## src/rtl/gdf_defines.svh

```systemverilog
// Purpose: Offsets, reset values and timing counts of the gate-driver fault block
// Assumes: 25 MHz pclk
// Notes: Times in ns, cycle counts derived from them
`ifndef GDF_DEFINES_SVH
`define GDF_DEFINES_SVH
`define GDF_A_CTRL 12'h000
`define GDF_A_CFG1 12'h004
`define GDF_A_CFG2 12'h008
`define GDF_A_STAT 12'h00C
`define GDF_CTRL_RST 32'h0000_0000
`define GDF_CFG1_RST 32'h0000_0000
`define GDF_CFG2_RST 32'h0000_0000
`define GDF_SINK_FULL 4'hF
`define GDF_CLK_NS 40
`define GDF_CYC_UP(t) (((t) + `GDF_CLK_NS - 1) / `GDF_CLK_NS)
`define GDF_DGL0_NS 1000
`define GDF_DGL1_NS 2000
`define GDF_DGL2_NS 4000
`define GDF_DGL3_NS 8000
`define GDF_DGL0_CYC `GDF_CYC_UP(`GDF_DGL0_NS)
`define GDF_DGL1_CYC `GDF_CYC_UP(`GDF_DGL1_NS)
`define GDF_DGL2_CYC `GDF_CYC_UP(`GDF_DGL2_NS)
`define GDF_DGL3_CYC `GDF_CYC_UP(`GDF_DGL3_NS)
`define GDF_HLD_NS 2000
`define GDF_HLD_CYC `GDF_CYC_UP(`GDF_HLD_NS)
`define GDF_PLT_UNIT_NS 1000
`define GDF_PLT_CYC `GDF_CYC_UP(`GDF_PLT_UNIT_NS)
`endif

```

## src/rtl/gdf_pkg.sv

```systemverilog
// Purpose: Types of the gate-driver fault block
// Assumes: Offsets and counts live in gdf_defines.svh
// Notes: Register structs give the field layout
package gdf_pkg;
  typedef struct packed {
    logic [15:0] rsv;
    logic drv_en;
    logic soft_fin;
    logic [1:0] dgl;
    logic safe_hi;
    logic gm_en;
    logic clamp_en;
    logic mux_forced;
    logic [2:0] ot_en;
    logic mon_en;
    logic [2:0] bias_sel;
    logic bias_en;
  } gdf_ctrl_t;
  typedef struct packed {
    logic [1:0] rsv;
    logic [3:0] plat_lvl;
    logic [3:0] plat_cur;
    logic [3:0] sto_cur;
    logic [3:0] sto_sel;
    logic [3:0] tlo_sel;
    logic [9:0] thr;
  } gdf_cfg1_t;
  typedef struct packed {
    logic [19:0] rsv;
    logic [3:0] mask;
    logic [7:0] dur;
  } gdf_cfg2_t;
  typedef struct packed {
    logic pwm;
    logic fse;
    logic fsl;
    logic ai5;
    logic ai6;
    logic clamp;
    logic ptwn;
    logic ptsd;
    logic stwn;
    logic stsd;
    logic vcc1;
    logic vcc2;
    logic oc;
    logic sc;
    logic desat;
  } gdf_pins_t;
  typedef struct packed {
    logic gate_hi;
    logic sink_on;
    logic [3:0] sink_cur;
    logic [3:0] plat_lvl;
    logic plat_act;
  } gdf_drive_t;
  typedef enum logic [2:0] {
    ST_IDLE = 3'b000,
    ST_STO = 3'b001,
    ST_PLAT = 3'b010,
    ST_FINS = 3'b011,
    ST_FINH = 3'b100
  } gdf_st_t;
endpackage
```

## src/rtl/gdf_fault_turnoff.sv

```systemverilog
// Purpose: Fault response and turn-off sequencing of an isolated gate driver
// Assumes: Pin inputs asynchronous, ADC codes on pclk, APB slave
// Notes: Fault classes index {desat, overtemp, short, overcurrent}
// Behaviour
// - Bias only with master enable, selected inputs
// - Overtemp sets flag, alarm, safe state
// - Overtemp turn-off style per select field
// - Overtemp registers after selected deglitch time
// - Only enabled inputs, only with monitor enable
// - Clamp trigger drops sink to soft current
// - Clamp hold time and clamp flag
// - Two-level turn-off only for enabled faults
// - Plateau discharge, hold duration, then off
// - Finish soft or hard per enable
// - Soft turn-off uses soft current setting
// - Soft turn-off only for enabled faults
// - Primary warning flag and warning output
// - Primary overtemp resets, holds output low without a forced request
// - Secondary warning flag and warning output
// - Secondary shutdown disables, alarms even unlatched
// - Forced enable drives forced level, ignores PWM
// - Forced mux repurposes fifth, sixth inputs
// - Secondary forced mismatch flags, no action
// - Secondary forced request wins over primary
// - Forced requests honoured whenever supplies valid
`include "gdf_defines.svh"
`timescale 1ns/100ps
`default_nettype none
module gdf_fault_turnoff
  import gdf_pkg::*;
(
  // APB
  input wire logic pclk,
  input wire logic presetn,
  input wire logic psel,
  input wire logic penable,
  input wire logic pwrite,
  input wire logic [11:0] paddr,
  input wire logic [31:0] pwdata,
  output logic [31:0] prdata,
  output logic pready,
  output logic pslverr,
  // Pins and sensing
  input wire gdf_pins_t pins,
  input wire logic [29:0] ai_code,
  // Driver side
  output gdf_drive_t drive,
  output logic [2:0] bias_on,
  output logic fault_alarm_n,
  output logic warning_out_n
);
  function automatic logic [2:0] dec(input logic [11:0] a);
    case (a)
      `GDF_A_CTRL: dec = 3'h4;
      `GDF_A_CFG1: dec = 3'h5;
      `GDF_A_CFG2: dec = 3'h6;
      `GDF_A_STAT: dec = 3'h7;
      default: dec = 3'h0;
    endcase
  endfunction

  gdf_pins_t s1;
  gdf_pins_t s;
  gdf_ctrl_t ctrl;
  gdf_cfg1_t cfg1;
  gdf_cfg2_t cfg2;
  gdf_st_t st;
  gdf_st_t next_st;
  logic [6:0] stat;
  logic [7:0] dgl_cnt;
  logic [12:0] plat_cnt;
  logic [7:0] hld_cnt;
  logic clamp_q;

  // Two-flop synchroniser; only s is read
  always_ff @(posedge pclk or negedge presetn) begin
    if (!presetn) begin
      s1 <= '0;
      s <= '0;
    end else begin
      s1 <= pins;
      s <= s1;
    end
  end

  // Bus decode
  wire [2:0] d = dec(paddr);
  wire hit = d[2];
  wire [1:0] idx = d[1:0];
  wire acc = psel & penable;
  wire wr = acc & pwrite & hit;
  wire setup = psel & ~penable;
  assign pready = 1'b1;
  assign pslverr = acc & ~hit;

  wire [31:0] stat_word = {21'h00_0000, st, 1'b0, stat};
  wire [31:0] rd_mux = ~hit ? 32'h0000_0000 :
                       idx == 2'h0 ? ctrl :
                       idx == 2'h1 ? cfg1 :
                       idx == 2'h2 ? cfg2 : stat_word;

  // Read data captured in setup so the access phase needs no wait
  always_ff @(posedge pclk or negedge presetn) begin
    if (!presetn) begin
      prdata <= 32'h0000_0000;
    end else if (setup) begin
      prdata <= rd_mux;
    end
  end

  // Primary die overtemp returns configuration to reset state
  always_ff @(posedge pclk or negedge presetn) begin
    if (!presetn) begin
      ctrl <= `GDF_CTRL_RST;
      cfg1 <= `GDF_CFG1_RST;
      cfg2 <= `GDF_CFG2_RST;
    end else if (s.ptsd) begin
      ctrl <= `GDF_CTRL_RST;
      cfg1 <= `GDF_CFG1_RST;
      cfg2 <= `GDF_CFG2_RST;
    end else if (wr && idx == 2'h0) begin
      ctrl <= {16'h0000, pwdata[15:0]};
    end else if (wr && idx == 2'h1) begin
      cfg1 <= {2'h0, pwdata[29:0]};
    end else if (wr && idx == 2'h2) begin
      cfg2 <= {20'h0_0000, pwdata[11:0]};
    end
  end

  // Fifth input lost to temperature use in forced mode
  wire [2:0] ai_avail = {~ctrl.mux_forced, 2'h3};
  wire [2:0] in_ok = ctrl.ot_en & ai_avail & {3{ctrl.mon_en}};
  wire [2:0] below;
  genvar gi;
  generate
    for (gi = 0; gi < 3; gi++) begin : g_cmp
      assign below[gi] = in_ok[gi] & (ai_code[gi*10 +: 10] < cfg1.thr);
    end
  endgenerate
  wire ot_cond = |below;

  wire [7:0] dgl_lim = ctrl.dgl == 2'h0 ? 8'(`GDF_DGL0_CYC) :
                       ctrl.dgl == 2'h1 ? 8'(`GDF_DGL1_CYC) :
                       ctrl.dgl == 2'h2 ? 8'(`GDF_DGL2_CYC) : 8'(`GDF_DGL3_CYC);
  wire ot_hit = ot_cond & (dgl_cnt == dgl_lim - 8'h01);

  // Counter saturates so a lasting fault keeps re-setting the flag
  always_ff @(posedge pclk or negedge presetn) begin
    if (!presetn) begin
      dgl_cnt <= 8'h00;
    end else if (!ot_cond) begin
      dgl_cnt <= 8'h00;
    end else if (!ot_hit) begin
      dgl_cnt <= dgl_cnt + 8'h01;
    end
  end

  // Forced-state arbitration
  wire sec_act = ctrl.mux_forced & s.ai5 & s.vcc2;
  wire pri_act = s.fse & s.vcc1 & s.vcc2;
  wire ot_act = stat[0] & ~cfg2.mask[0];
  wire disabled = ~ctrl.drv_en | s.stsd | s.ptsd;
  wire [3:0] flt_vec = {s.desat, ot_act & ~ctrl.safe_hi, s.sc, s.oc};
  wire any_off = |flt_vec;
  wire cmd_on = ~disabled & ~any_off & (ot_act ? ctrl.safe_hi : s.pwm);
  wire gate_req = sec_act ? s.ai6 : (pri_act ? s.fsl : cmd_on);
  wire gm_set = ctrl.gm_en & sec_act & (s.ai6 != s.pwm);

  // Turn-off style selection
  wire flt_go = drive.gate_hi & ~gate_req & any_off & ~disabled;
  wire tlo = |(flt_vec & cfg1.tlo_sel);
  wire soft_turnoff = |(flt_vec & cfg1.sto_sel);
  wire [12:0] plat_lim = 13'(cfg2.dur * `GDF_PLT_CYC);
  wire plat_done = (plat_cnt + 13'h0001) >= plat_lim;

  always_comb begin
    next_st = st;
    case (st)
      ST_IDLE: begin
        if (flt_go && tlo) begin
          next_st = ST_PLAT;
        end else if (flt_go && soft_turnoff) begin
          next_st = ST_STO;
        end
      end
      ST_PLAT: begin
        if (gate_req) begin
          next_st = ST_IDLE;
        end else if (plat_done) begin
          next_st = ctrl.soft_fin ? ST_FINS : ST_FINH;
        end
      end
      ST_STO, ST_FINS: begin
        if (gate_req || !any_off) begin
          next_st = ST_IDLE;
        end
      end
      ST_FINH: next_st = ST_IDLE;
      default: next_st = ST_IDLE;
    endcase
  end

  always_ff @(posedge pclk or negedge presetn) begin
    if (!presetn) begin
      st <= ST_IDLE;
      plat_cnt <= 13'h0000;
    end else begin
      st <= next_st;
      plat_cnt <= (st == ST_PLAT) ? plat_cnt + 13'h0001 : 13'h0000;
    end
  end

  // Clamp sense: hold reduced sink for a fixed time after trigger
  wire clamp_act = hld_cnt != 8'h00;
  wire clamp_hit = ctrl.clamp_en & ~drive.gate_hi & s.clamp & ~clamp_q;

  always_ff @(posedge pclk or negedge presetn) begin
    if (!presetn) begin
      hld_cnt <= 8'h00;
      clamp_q <= 1'b0;
    end else begin
      clamp_q <= s.clamp;
      if (clamp_hit) begin
        hld_cnt <= 8'(`GDF_HLD_CYC);
      end else if (clamp_act) begin
        hld_cnt <= hld_cnt - 8'h01;
      end
    end
  end

  // Sticky flags; a set in the clearing cycle wins
  wire [6:0] st_set = {s.ptsd, gm_set, s.stsd, s.stwn, s.ptwn, clamp_hit, ot_hit};
  wire [6:0] st_clr = (wr && idx == 2'h3) ? pwdata[6:0] : 7'h00;
  wire [6:0] next_stat = (stat & ~st_clr) | st_set;

  wire soft_sink = (next_st == ST_STO) | (next_st == ST_FINS) | clamp_act;
  wire [3:0] next_cur = (next_st == ST_PLAT) ? cfg1.plat_cur :
                        soft_sink ? cfg1.sto_cur : `GDF_SINK_FULL;
  wire alarm = ot_act | ((s.stsd | stat[4]) & ~cfg2.mask[3]);
  wire warn = (stat[2] & ~cfg2.mask[1]) | (stat[3] & ~cfg2.mask[2]);

  always_ff @(posedge pclk or negedge presetn) begin
    if (!presetn) begin
      stat <= 7'h00;
      drive <= '0;
      bias_on <= 3'h0;
      fault_alarm_n <= 1'b1;
      warning_out_n <= 1'b1;
    end else begin
      stat <= next_stat;
      drive.gate_hi <= gate_req;
      drive.sink_on <= ~gate_req;
      drive.sink_cur <= next_cur;
      drive.plat_lvl <= cfg1.plat_lvl;
      drive.plat_act <= next_st == ST_PLAT;
      bias_on <= {3{ctrl.bias_en}} & ctrl.bias_sel & ai_avail;
      fault_alarm_n <= ~alarm;
      warning_out_n <= ~warn;
    end
  end
endmodule
`default_nettype wire

```

## config.mk

```make
export PLATFORM = sky130hd
export DESIGN_NAME = gdf_fault_turnoff
export DESIGN_NICKNAME = d
export VERILOG_FILES = /design/src/rtl/gdf_pkg.sv /design/src/rtl/gdf_fault_turnoff.sv
export VERILOG_INCLUDE_DIRS = /design/src /design/src/rtl
export SDC_FILE = /design/constraint.sdc
export NUM_CORES = 1
export LEC_CHECK = 0
export BUFFER_PORTS_ARGS = -buffer_cell sky130_fd_sc_hd__buf_2
export CELL_PAD_IN_SITES_DETAIL_PLACEMENT = 2
export CELL_PAD_IN_SITES_GLOBAL_PLACEMENT = 2
export CORE_MARGIN = 2
export CORE_UTILIZATION = 39
export CTS_CLUSTER_SIZE = 12
export DETAILED_ROUTE_END_ITERATION = 8
export PLACE_DENSITY = 0.87
export SYNTH_ARGS = -nofsm -noshare
export SYNTH_HDL_FRONTEND = slang
export SYNTH_SLANG_ARGS = --single-unit
```

## constraint.sdc

```tcl
create_clock -name pclk -period 9.3 [get_ports pclk]
set_clock_uncertainty 0.2 [all_clocks]
set_input_delay 1.395 -clock pclk [delete_from_list [all_inputs] [get_ports pclk]]
set_output_delay 1.395 -clock pclk [all_outputs]
set_load 0.01 [all_outputs]
```

### Word-level counts from Yosys, hierarchy flattened

Index checks and enable logic that the tools add are counted.

| word-level totals | value |
|---|---|
| word-level logic and storage cells | 214 |
| output and inout port bits | 50 |
| register bits | 214 |

| operators by class | value |
|---|---|
| muxes and demuxes | 35 |
| reduce and logical (&&, ||, !) cells | 24 |
| multiply operators | 1 |
| magnitude comparators | 4 |
| bitwise logic cells | 60 |
| add/sub/neg operators | 4 |
| eq/ne operators | 19 |

Operators with widths:

| kind | count |
|---|---|
| 32-bit 2-to-1 mux | 13 |
| 8-bit 2-to-1 mux | 7 |
| 10-bit less-than comparator | 3 |
| 1-bit AND | 28 |
| 12-bit by 4-bit equality test with 1-bit output, second input constant | 2 |
| 3-bit 2-to-1 mux | 6 |
| 1-bit inverter | 16 |
| 8-bit by 1-bit subtractor with 8-bit output, second input constant | 2 |
| 13-bit by 1-bit adder with 13-bit output, second input constant | 1 |
| 13-bit greater-or-equal comparator | 1 |
| 8-bit by 5-bit multiplier with 13-bit output, second input constant | 1 |
| 13-bit 2-to-1 mux | 1 |
| 3-bit AND | 4 |
| 12-bit by 3-bit equality test with 1-bit output, second input constant | 1 |
| 3-bit by 2-bit equality test with 1-bit output, second input constant | 4 |
| 12-bit logical NOT | 1 |
| 3-bit one-hot mux with 4 select lines | 1 |
| 4-bit OR reduction | 3 |
| 3-bit one-hot mux with 3 select lines | 1 |
| 8-bit by 1-bit adder with 8-bit output, second input constant | 1 |
| 4-bit AND | 2 |
| 8-bit equality test | 1 |
| 4-bit 2-to-1 mux | 2 |
| 2-bit nonzero test | 4 |
| 21 further kinds | 41 |

### Logic depth before layout (Yosys ltp)

Gate-level depths: netlist of the first run.

| depth | value |
|---|---|
| depth after elaboration | 22 |
| mapped depth | 21 |
| gate-level depth less buffers | 21 |

### Worst setup path before layout of the first run

Ideal clock, no wire load.

| path | value |
|---|---|
| path type | register -> register |
| start point | reg cfg2[2] in the netlist's numbering |
| end point | reg drive[5] in the netlist's numbering |
| path slack | 4.816 ns |
| path buffers | 0 |
| stages on the path, launching flop included | 21 |
| arrival | 4.159 ns |
| required time | 8.975 ns |
| clock period less this slack | 4.484 ns |
| cells stage by stage | dfrtp_1 ha_1 ha_1 fa_1 ha_1 nor2b_1 o21ai_1 a21oi_1 o21ai_0 nand2b_1 a21o_1 a21oi_1 xor2_1 ha_1 nand2_1 nor2_1 a211oi_1 o21ai_2 o21ai_0 nand3b_2 mux2_2 |

| between the ends | value |
|---|---|
| cells in the longest elaborated chain, start to end | 10 |
| elaborated cells between the ends (all ways) | 12 |
| those cells by class | 1 x mul; 1 x order compare; 3 x eq/ne; 5 x mux; 2 x bitwise |

Ends and longest elaborated chain:

| element | RTL line | text |
|---|---|---|
| from (decl) | gdf_fault_turnoff.sv:66 | `gdf_cfg2_t cfg2;` |
| from (signal assigned) | gdf_fault_turnoff.sv:116 | `` cfg2 <= `GDF_CFG2_RST; `` |
| from (signal assigned) | gdf_fault_turnoff.sv:120 | `` cfg2 <= `GDF_CFG2_RST; `` |
| from (signal assigned) | gdf_fault_turnoff.sv:126 | `cfg2 <= {20'h0_0000, pwdata[11:0]};` |
| 8-bit by 5-bit multiplier with 13-bit output (no line) * | - |  |
| 13-bit greater-or-equal comparator * | gdf_fault_turnoff.sv:174 | `wire plat_done = (plat_cnt + 13'h0001) >= plat_lim;` |
| 3-bit 2-to-1 mux * | gdf_fault_turnoff.sv:189 | `end else if (plat_done) begin` |
| 3-bit 2-to-1 mux * | gdf_fault_turnoff.sv:187 | `if (gate_req) begin` |
| 3-bit one-hot mux with 3 select lines * | gdf_fault_turnoff.sv:178 | `case (st)` |
| 3-bit by 1-bit equality test with 1-bit output or 3-bit by 2-bit equality test with 1-bit output (tied branches) | gdf_fault_turnoff.sv:236 | `wire soft_sink = (next_st == ST_STO) \| (next_st == ST_FINS) \| clamp_act;` |
| 1-bit bitwise OR (2 in a row) | gdf_fault_turnoff.sv:236 |  |
| 4-bit 2-to-1 mux (no line) | - |  |
| 4-bit 2-to-1 mux (no line) * | - |  |
| named net next_cur[0] | gdf_fault_turnoff.sv:237 | `wire [3:0] next_cur = (next_st == ST_PLAT) ? cfg1.plat_cur :` |
| to (decl) | gdf_fault_turnoff.sv:47 | `output gdf_drive_t drive,` |

Mark *: on every way through the listed nets, which the timed path passes. The rest lies on a longest branch.
A chain may end at the register's enable or synchronous reset.

### Worst setup path after layout of the first run

| path | value |
|---|---|
| start point | reg cfg2[3] in the netlist's numbering |
| end point | reg drive[8] in the netlist's numbering |

Same word-level chain as after synthesis.

==> qor.csv, run 1 <==
metric;value;unit
post-layout minimum cycle time;5.29;ns
Primary FF master, synth;dfrtp_1;
Max Slew Vio Count;0;
share of synthesized flip-flops with an asynchronous set or reset;100;%
Post-Synth Simple-Gate Area;16.4;%
status;finished clean;
row count;54;
Post-synth EDFFs;0;
Syn. warnings;0;
FMAX;189;MHz
worst r2r src;cfg2[3];
clock latency on the worst-skew pair;0.44;ns
Crit. End Element;flip-flop;
CTS Root Cell;clkbuf_16;
grt total ovfl;0;
net total in the final layout;1157;
TritonCTS clock tree;done;
die width;154;µm
power per cell area;162;nW/µm²
CTS HTree Levels;4;
leak pwr;0.00493;µW
# setup viols final;0;
Post-Synth XOR/XNOR Area;3.00;%
Worst EP arrival;5.42;ns
clock input transition at the sequential cells of the worst setup and hold paths;0.08;ns
die height;154;µm
Synth cell types;66;
area grow syn2layout;17.7;%
Initial Util;39.9;%
Data required, critical path;9.43;ns
boundary pin count;144;
Avg Cell Area, Syn;10.2;µm²
crit share post-route;56.9;%
ANT nets after route;0;
Hold Slack;0.144;ns
TritonCTS Buffers;17;
Tightest Pin Transition;1.08;ns
Final WS setup;4.01;ns
global placer's final weighted congestion;0.800;
number of I/O port buffers;138;
DRC viols;0;
Worst Hold Class;flip-flop to flip-flop;
Worst setup startpoint;cfg2[3];
post-synthesis adder-cell area fraction;11.3;%
number of global-route vias before repair;8188;
mux cell area share after synthesis;3.86;%
post-synthesis cell count;855;
Die ar.;23700;µm²
largest net degree at the start of global routing;108;
cts repair resizes;0;
largest family of logic cells by synthesized area;simple AND/OR/NAND/NOR gates;
DP Cell Count;1247;
via/cell ratio;5.54;
dpl hpwl;19800;µm
Non-Filler Instances;1279;
Startpoint Class;flip-flop;
Final Hold Fails;0;
sequential share of the synthesized area;49.7;%
total track usage;24.8;%
Diodes inserted;0;
Setup Buffers After CTS;0;
Yosys reg bits;174;
via count;7090;
WL/cell;22.1;µm
Setup CP Type;flip-flop to flip-flop;
Peak supply drop;0.000112;V
first-pass GRT wire length;45500;µm
peak fanout along the critical path;5;
pre-CTS setup slack;3.97;ns
MaxCap Viol Count;0;
DRT Pass-1 Iters;4;
wirelength, routed;28200;µm
core footprint;22000;µm²
total power;1670;µW
post-synthesis compound-gate area fraction;12.7;%
Netlist Area Pre-Place;8760;µm²
CTS Buffer Depth;2;
Setup TNS;0;ns
layout cell share with drive strength beyond 1;20.5;%
initial DRC count;362;
Hold Crit Start;s1[6];
Hold Buf Count CTS;0;
initial antenna violation count;0;
RSZ-0062 raised after global routing;false;
Slew headroom;27.2;%
CTS sink count;174;
-- metrics by stage --
| step | utilization [%] | instance area, µm² |
|---|---|---|
| after floorplan | - | 8760 |
| after CTS | 46.9 | 10300 |
| after global routing | 46.9 | 10300 |
| final | 46.9 | 10300 |
| after detailed placement | 44.2 | 9720 |
| after global placement | 44.2 | 9720 |
-- worst max-delay path, stage by stage (launching register included) --
cell and delay, ns:
dfrtp_1 0.48, ha_1 0.32, ha_1 0.31, fa_1 0.46
ha_1 0.37, nor2b_1 0.17, o21ai_1 0.16, a21oi_1 0.14
o21ai_0 0.18, nand2b_1 0.12, a21o_1 0.20, a21oi_1 0.18
xor2_1 0.17, ha_1 0.28, nand2_1 0.07, nor2_1 0.04
a211oi_1 0.29, o21ai_2 0.19, o21ai_0 0.27, nand3b_2 0.25
mux2_2 0.34
-- layout make-up --
| class | count | area, µm² |
|---|---|---|
| inverter | 29 | 109 |
| multi-input combinational | 619 | 4150 |
| tap | 280 | 350 |
| clock inverter | 14 | 161 |
| clock buffer | 18 | 429 |
| timing repair buffer | 145 | 749 |
| sequential | 174 | 4360 |
| fill | 2339 | 11700 |
-- where the power goes --
part           internal, µW  switching (µW)  total, µW  leakage, µW
registers               783            25.0        808      0.00230
logic                  58.4            84.2        143      0.00235
clock network           362             356        718     0.000285
total                  1200             465       1670      0.00493
-- state kept, by name, summed over array words and instances, names as in the netlist --
signal and count:
bias_on 3, s1 15, prdata 30, hld_cnt 8, dgl_cnt 8, stat 7, drive 11, fault_alarm_n 1
cfg1 30, flt_vec 3, clamp_q 1, plat_cnt 13, cfg2 12, warning_out_n 1, st 3, ctrl 16
s 12
-- cell usage after synthesis (3+ instances only) --
library cell	number	share of area (%)
dfrtp_1	172	49
nand2_1	148	6.3
ha_1	74	11
a21oi_1	70	4.0
nor2_1	59	2.5
inv_1	29	1.2
mux2i_1	27	3.1
clkbuf_1	22	0.94
o21ai_0	20	1.1
a21o_1	19	1.6
nor2b_1	16	1.1
xnor2_1	16	1.6
a22o_1	15	1.5
nand2b_1	14	1.0
xor2_1	14	1.4
nand3_1	13	0.74
o21ai_1	13	0.74
and3_1	6	0.43
nand4_1	6	0.43
a211oi_1	5	0.43
buf_2	5	0.29
buf_4	5	0.43
nor3_1	5	0.29
o211ai_1	5	0.43
a221oi_1	4	0.40
mux2_2	4	0.51
nor2_2	4	0.29
nor4_1	4	0.29
or3_1	4	0.29
a222oi_1	3	0.34
fa_1	3	0.69
nor4bb_1	3	0.34
o21a_1	3	0.26
o31ai_1	3	0.26
or2_1	3	0.21
-- cells by family (layout without fill, tap and decap cells) --
family / after synthesis / after routing
flops: 174 / 174
simple gates: 303 / 303
other cells: 2 / 3
mux: 32 / 32
compound gates: 174 / 174
xor+xnor: 30 / 30
fa+ha+maj: 77 / 77
buf+inv: 63 / 206
-- routing by layer --
metal | global-route usage (%) | part of all wire (%)
met1 | 29.4 | 40
met2 | 46.3 | 54
met3 | 3.69 | 4.0
met4 | 7.65 | 1.8
met5 | 0 | 0
-- path summary, 6_finish.rpt --
path                              end  slack (ns)  cells past startpoint
max                          drive[8]        4.01                     20
min in group asynchronous  prdata[28]        0.84                      1
min                              s[6]        0.14                      0
max in group asynchronous       s1[8]        6.54                      2
max reg2reg                  drive[8]        4.01                     20
min reg2reg                      s[6]        0.14                      0
-- layout by cell type, fill, tap and decap left out, types with 3 or more instances in the layout --
| cell | Yosys | routed |
|---|---|---|
| inv_1 | 29 | 29 |
| conb_1 | 2 | 3 |
| o21a_1 | 3 | 3 |
| clkinv_8 | 0 | 4 |
| buf_4 | 5 | 7 |
| nor4_1 | 4 | 4 |
| a21o_1 | 19 | 19 |
| o31ai_1 | 3 | 3 |
| o21ai_0 | 20 | 20 |
| a221oi_1 | 4 | 4 |
| fa_1 | 3 | 3 |
| nand3_1 | 13 | 13 |
| a211oi_1 | 5 | 5 |
| nor2_2 | 4 | 4 |
| nand4_1 | 6 | 6 |
| nand2b_1 | 14 | 14 |
| buf_2 | 5 | 137 |
| mux2_2 | 4 | 4 |
| a222oi_1 | 3 | 3 |
| nor4bb_1 | 3 | 3 |
| ha_1 | 74 | 74 |
| o21ai_1 | 13 | 13 |
| a21oi_1 | 70 | 70 |
| or2_1 | 3 | 3 |
| mux2i_1 | 27 | 27 |
| xnor2_1 | 16 | 16 |
| inv_6 | 0 | 4 |
| nor3_1 | 5 | 4 |
| dfrtp_1 | 172 | 171 |
| clkbuf_16 | 0 | 17 |
| a22o_1 | 15 | 15 |
| nor2_1 | 59 | 59 |
| or3_1 | 4 | 4 |
| o211ai_1 | 5 | 5 |
| nor2b_1 | 16 | 16 |
| xor2_1 | 14 | 14 |
| inv_8 | 0 | 4 |
| nand2_1 | 148 | 148 |
| and3_1 | 6 | 6 |
Power figures use the tool's default switching activity.
==> run 2, diff against run 1 <==
--- a/config.mk
+++ b/config.mk
@@ -10,10 +10,10 @@
 export CELL_PAD_IN_SITES_DETAIL_PLACEMENT = 2
 export CELL_PAD_IN_SITES_GLOBAL_PLACEMENT = 2
 export CORE_MARGIN = 2
-export CORE_UTILIZATION = 39
+export CORE_UTILIZATION = 33
 export CTS_CLUSTER_SIZE = 12
 export DETAILED_ROUTE_END_ITERATION = 8
-export PLACE_DENSITY = 0.87
+export PLACE_DENSITY = 0.78
 export SYNTH_ARGS = -nofsm -noshare
 export SYNTH_HDL_FRONTEND = slang
 export SYNTH_SLANG_ARGS = --single-unit
==> constraint.sdc (replaced) <==
create_clock -name pclk -period 4.8 [get_ports pclk]
set_clock_uncertainty 0.2 [all_clocks]
set_input_delay 0.72 -clock pclk [delete_from_list [all_inputs] [get_ports pclk]]
set_output_delay 0.72 -clock pclk [all_outputs]
set_load 0.01 [all_outputs]
==> run 2 against run 1 <==
Against the previous run:
- sequential power rose by 93%
- non-clock buffer count rose by 20
- combinational power rose by 94%
- maximum frequency rose by 12%
- critical path type unchanged
==> qor.csv, run 2 (synthesized netlist as in run 1, its figures left out) <==
metric;value;unit;change
status;finished clean;;
grt total ovfl;0;;unchanged
net total in the final layout;1177;;+1.7%
Startpoint Class;flip-flop;;
largest net degree at the start of global routing;70;;-35%
initial antenna violation count;1;;+1
leak pwr;0.00505;µW;+2.3%
Initial Util;33.6;%;-6.3 points
Largest stage delay, worst path;0.42;ns;-0.06 ns
initial DRC count;417;;+15%
Data required, critical path;4.93;ns;-4.50 ns
sw power;947;µW;+100%
clock latency on the worst-skew pair;0.45;ns;about the same
DRT Pass-1 Iters;4;;unchanged
slowest CP cell;fa_2;;
Seq. cell area;4360;µm²;unchanged
core footprint;26100;µm²;+19%
TritonCTS Buffers;17;;unchanged
Worst EP arrival;4.87;ns;-0.55 ns
CTS Buffer Depth;2;;unchanged
MaxCap Viol Count;0;;unchanged
post-layout minimum cycle time;4.74;ns;-0.549 ns
DRC viols;0;;unchanged
number of global-route vias before repair;7921;;-3.3%
wirelength, routed;27800;µm;-1.5%
Power Internal;2350;µW;+95%
TritonCTS clock tree;done;;
dpl hpwl;19800;µm;about the same
# setup viols final;0;;unchanged
boundary pin count;144;;unchanged
grt peak-use layer;met2;;
Clock Power Share;44.2;%;+1.2 points
total power;3300;µW;+98%
Die ar.;27900;µm²;+18%
total track usage;20.3;%;-4.5 points
ANT nets after route;0;;unchanged
most frequent cells in the layout;dfrtp_1 (171), nand2_1 (148), buf_2 (137), ha_1 (68), a21oi_1 (65);;
routing usage on met1;25.4;%;-4.0 points
Multi-input gate area;4280;µm²;+3.2%
most common cell after layout, fill and taps aside;dfrtp_1;;
layout cell share with drive strength beyond 1;23.8;%;+3.3 points
via count;7065;;-0.35%
area grow syn2layout;22.4;%;
Setup TNS;0;ns;unchanged
number of I/O port buffers;138;;unchanged
crit share post-route;98.7;%;+42 points
Setup CP Type;flip-flop to flip-flop;;
most frequent CP cell;buf_4;;
CTS sink count;174;;unchanged
clock input transition at the sequential cells of the worst setup and hold paths;0.08;ns;about the same
Peak supply drop;0.000161;V;+44%
Final WS setup;0.0609;ns;-3.95 ns
layout filler cell count;2829;;+21%
met2 GRT Util;36.4;%;-9.9 points
peak fanout along the critical path;4;;-1
CTS Root Cell;clkbuf_16;;
via/cell ratio;5.21;;-5.9%
pre-CTS setup slack;-0.274;ns;-4.25 ns
largest registers;cfg1 (30), prdata (30), ctrl (16);;
Crit. End Element;flip-flop;;
sequential share of power;47.4;%;-1.0 points
Slew headroom;22.1;%;-5.1 points
Hold Slack;0.0828;ns;-0.0611 ns
row count;59;;+9.3%
first-pass GRT wire length;44300;µm;-2.7%
die height;167;µm;+8.5%
GR Layer Usage met3;3.26;%;-0.44 points
WL/cell;20.5;µm;-7.0%
crit-path cells;buf_6 -> ha_4 -> ha_2 -> ha_1 -> inv_1 -> fa_2 -> nor2b_2 -> o21ai_2 -> buf_4 -> buf_4 -> buf_4 -> nand3_1 -> nand2b_1 -> ha_1 -> nand2_1 -> o21ai_0 -> a21oi_2 -> o21ai_4 -> buf_4 -> a311o_4 -> nand2b_1 -> mux2_4;;
switch share;28.7;%;+0.83 points
Hold Buf Count CTS;0;;unchanged
Max Slew Vio Count;0;;unchanged
FMAX;211;MHz;+12%
Final Hold Fails;0;;unchanged
Worst Hold Class;primary input to asynchronous set/reset pin;;
Tightest Pin Transition;1.15;ns;+0.0753 ns
power per cell area;308;nW/µm²;+90%
die width;167;µm;+8.5%
CTS HTree Levels;4;;unchanged
global placer's final weighted congestion;0.764;;-4.5%
Comb pwr share;8.4;%;about the same
[run 2: power by group through the flow]
| stage | Sequential [µW] | Clock (µW) | Combinational (µW) |
|---|---|---|---|
| 4_1_cts | 1560 | 1490 | 286 |
| 3_3_place_gp | 1590 | 0 | 266 |
| 2_1_floorplan | 1580 | 0 | 154 |
| 5_1_grt | 1570 | 1560 | 315 |
| 3_5_place_dp | 1590 | 0 | 283 |
| 6_report | 1560 | 1460 | 278 |
[run 2: per-stage QoR]
step,util [%],area [µm²],instances
6_report,41.1,10700,1355
5_1_grt,41.1,10700,1355
4_1_cts,40.6,10600,1350
3_5_place_dp,38.0,9890,1316
3_3_place_gp,38.0,9890,1316
2_1_floorplan,-,8760,856
[run 2: what timing repair did]
| item | CTS | global route |
|---|---|---|
| pin swaps | 3 | 21 |
| setup endpoints to repair | 5 | 6 |
| buffers inserted | 2 | 4 |
| gates resized for setup | 5 | 20 |
[run 2: critical path: cells and delay by family, from the launching register on]
kind	cells	cell delay (ns)
adders and majority gates	5	1.58
AOI/OAI and AO/OA	5	0.96
buffers and inverters	6	0.74
and+or+nand+nor	5	0.49
DFF	1	0.40
muxes	1	0.26
[run 2: per-layer routing]
layer | wire, µm | vias up | part of all wire (%)
met5 | 0 | - | 0
met4 | 518 | 0 | 1.9
met3 | 845 | 34 | 3.0
met2 | 14400 | 150 | 52
met1 | 12000 | 3633 | 43
li1 | - | 3248 | -
[run 2: worst paths after layout]
kind | endpoint | slack (ns) | depth (start not counted) | startpoint
max | drive[6] | 0.06 | 22 | cfg2[2]
min | prdata[5] | 0.08 | 1 | presetn
max in group asynchronous | s[7] | 3.32 | 2 | presetn
max reg2reg | drive[6] | 0.06 | 22 | cfg2[2]
min in group pclk | s[8] | 0.15 | 0 | s1[8]
min reg2reg | s[8] | 0.15 | 0 | s1[8]
[run 2: layout make-up]
cell class	instances	area share, %
Inverter	29	1.02
Sequential cell	174	40.7
Clock inverter	15	2.02
Multi-Input combinational cell	619	39.9
Antenna cell	1	0.0233
Timing Repair Buffer	165	8.46
Clock buffer	17	3.97
Tap cell	335	3.91
==> run 3, diff against run 2 <==
--- a/config.mk
+++ b/config.mk
@@ -13,7 +13,7 @@
 export CORE_UTILIZATION = 33
 export CTS_CLUSTER_SIZE = 12
 export DETAILED_ROUTE_END_ITERATION = 8
-export PLACE_DENSITY = 0.78
+export PLACE_DENSITY_LB_ADDON = 0.1
 export SYNTH_ARGS = -nofsm -noshare
 export SYNTH_HDL_FRONTEND = slang
 export SYNTH_SLANG_ARGS = --single-unit
==> run 3 against run 2 <==
Against the previous run:
- combinational power barely moved
- sequential share of layout area increased by 0.24 points
- die area unchanged
- sequential power about the same
- setup slack gained 0.072 ns
==> qor.csv, run 3 (synthesized netlist as in run 1, its figures left out) <==
metric;value;unit;change
Non-Filler Instances;1348;;-0.52%
Slew headroom;42.9;%;+21 points
largest registers;cfg1 (30), prdata (30), ctrl (16);;
Crit. End Element;flip-flop;;
CTS Root Cell;clkbuf_16;;
WL/cell;19.5;µm;-4.8%
DP Cell Count;1315;;-0.076%
via/cell ratio;5.08;;-2.6%
grt total ovfl;0;;unchanged
leak pwr;0.00502;µW;-0.62%
initial DRC count;355;;-15%
ANT nets after route;0;;unchanged
CTS HTree Levels;4;;unchanged
DRT Pass-1 Iters;4;;unchanged
area grow syn2layout;21.7;%;
Final Hold Fails;0;;unchanged
Largest stage delay, worst path;0.43;ns;about the same
placed instance area;9890;µm²;about the same
post-layout minimum cycle time;4.67;ns;-0.0716 ns
total track usage;19.5;%;-0.84 points
peak fanout along the critical path;4;;unchanged
die height;167;µm;unchanged
Setup CP Type;flip-flop to flip-flop;;
Diodes inserted;0;;-1
crit-path cells;buf_6 -> ha_4 -> ha_2 -> ha_1 -> ha_1 -> a21o_1 -> a21oi_1 -> o21ai_0 -> a21oi_1 -> o21ai_0 -> xnor2_1 -> ha_1 -> nand2_2 -> nor2_2 -> a211oi_2 -> o21ai_2 -> buf_6 -> a311o_4 -> nand2b_1 -> mux2_4;;
clock latency on the worst-skew pair;0.44;ns;about the same
clock input transition at the sequential cells of the worst setup and hold paths;0.08;ns;about the same
slowest CP cell;dfrtp_1;;
Die ar.;27900;µm²;unchanged
power per cell area;311;nW/µm²;+0.92%
status;finished clean;;
crit share post-route;97.2;%;-1.5 points
Final Cell Area;10700;µm²;-0.58%
dpl hpwl;19700;µm;-0.49%
Peak supply drop;0.000142;V;-12%
net total in the final layout;1171;;-0.51%
DRC viols;0;;unchanged
met2 GRT Util;33.0;%;-3.4 points
global placer's final weighted congestion;0.725;;-5.2%
wirelength, routed;26300;µm;-5.3%
CTS Buffer Depth;2;;unchanged
GR Layer Usage met3;3.35;%;+0.095 points
TritonCTS clock tree;done;;
boundary pin count;144;;unchanged
Core Util, Final;40.9;%;-0.24 points
number of global-route vias before repair;7617;;-3.8%
Hold Buf Count CTS;0;;unchanged
most frequent CP cell;ha_1;;
number of I/O port buffers;138;;unchanged
initial antenna violation count;0;;-1
grt peak-use layer;met2;;
# setup viols final;0;;unchanged
Worst Hold Class;primary input to asynchronous set/reset pin;;
Startpoint Class;flip-flop;;
die width;167;µm;unchanged
largest net degree at the start of global routing;78;;+11%
CP top delay family;compound AO/OA/AOI/OAI gates;;
most common cell after layout, fill and taps aside;dfrtp_1;;
Max Slew Vio Count;0;;unchanged
routing usage on met1;26.3;%;+0.86 points
Worst EP arrival;4.85;ns;-0.02 ns
TritonCTS Buffers;17;;unchanged
core footprint;26100;µm²;unchanged
layout cell share with drive strength beyond 1;23.2;%;-0.65 points
row count;59;;unchanged
Data required, critical path;4.98;ns;+0.05 ns
MaxCap Viol Count;0;;unchanged
via count;6847;;-3.1%
Worst Path Buf+Inv;2;;-4
most frequent cells in the layout;dfrtp_1 (171), nand2_1 (147), buf_2 (137), a21oi_1 (68), ha_1 (67);;
CTS sink count;174;;unchanged
RSZ-0062 raised after global routing;true;;
Tightest Pin Transition;0.852;ns;-0.300 ns
first-pass GRT wire length;42500;µm;-3.9%
FMAX;214;MHz;+1.5%
Hold Slack;0.0861;ns;+0.00328 ns
Initial Util;33.6;%;unchanged
[run 3: changes by cell type in the layout (fill, tap and decap cells not counted), moves of 2 or more]
cell / delta
clkinv_8: -9
buf_4: -7
inv_8: +5
a21oi_1: +3
a21oi_2: -3
bufinv_16: +2
clkinv_4: +2
[run 3: area by class of cell]
cell class,count,area (µm²)
fill,2811,15400
sequential,174,4360
inverter,29,109
clock buffer,17,425
multi-input combinational,619,4270
clock inverter,15,195
tap,335,419
timing repair buffer,159,875
[run 3: final timing paths]
| check | from | end | slack [ns] | cells after the start |
|---|---|---|---|---|
| worst max-delay path | cfg2[2] | drive[7] | 0.13 | 20 |
| worst min register to register | s1[11] | s[11] | 0.15 | 0 |
| min in group pclk | s1[11] | s[11] | 0.15 | 0 |
| worst max register to register | cfg2[2] | drive[7] | 0.13 | 20 |
| max in group asynchronous | presetn | warning_out_n | 3.43 | 2 |
| worst min-delay path | presetn | prdata[4] | 0.09 | 1 |
[run 3: power breakdown]
group	switching (µW)	internal (µW)	leakage [µW]
clock network	673	798	0.000302
logic	159	115	0.00241
registers	46.8	1520	0.00230
[run 3: what timing repair did]
item,4_1_cts,5_1_grt
pin swaps,8,14
endpoints found under the setup margin,4,5
gates resized for setup,4,20
setup buffers,1,0
[run 3: through the flow]
| step | setup TNS [ns] | worst slack [ns] | total power [µW] |
|---|---|---|---|
| after global placement | -0.305 | -0.0771 | 1860 |
| after floorplan | 0 | 0.316 | 1730 |
| after detailed placement | -0.847 | -0.234 | 1870 |
| after CTS | 0 | 0.0446 | 3360 |
| after global routing | -0.517 | -0.144 | 3450 |
| final | 0 | 0.132 | 3310 |
[run 3: worst register-to-register path, stage by stage, from the launching register on]
cell and delay, ns:
dfrtp_1 0.43, buf_6 0.15, ha_4 0.26, ha_2 0.27, ha_1 0.31, ha_1 0.32, a21o_1 0.18, a21oi_1 0.23
o21ai_0 0.11, a21oi_1 0.25, o21ai_0 0.16, xnor2_1 0.15, ha_1 0.30, nand2_2 0.07, nor2_2 0.04, a211oi_2 0.23
o21ai_2 0.15, buf_6 0.15, a311o_4 0.43, nand2b_1 0.09, mux2_4 0.14
[run 3: routing by layer]
layer	part of all wire, %	wire length, µm
met2	49	13000
met1	47	12300
met4	0.95	250
met3	3.0	783
met5	0	0
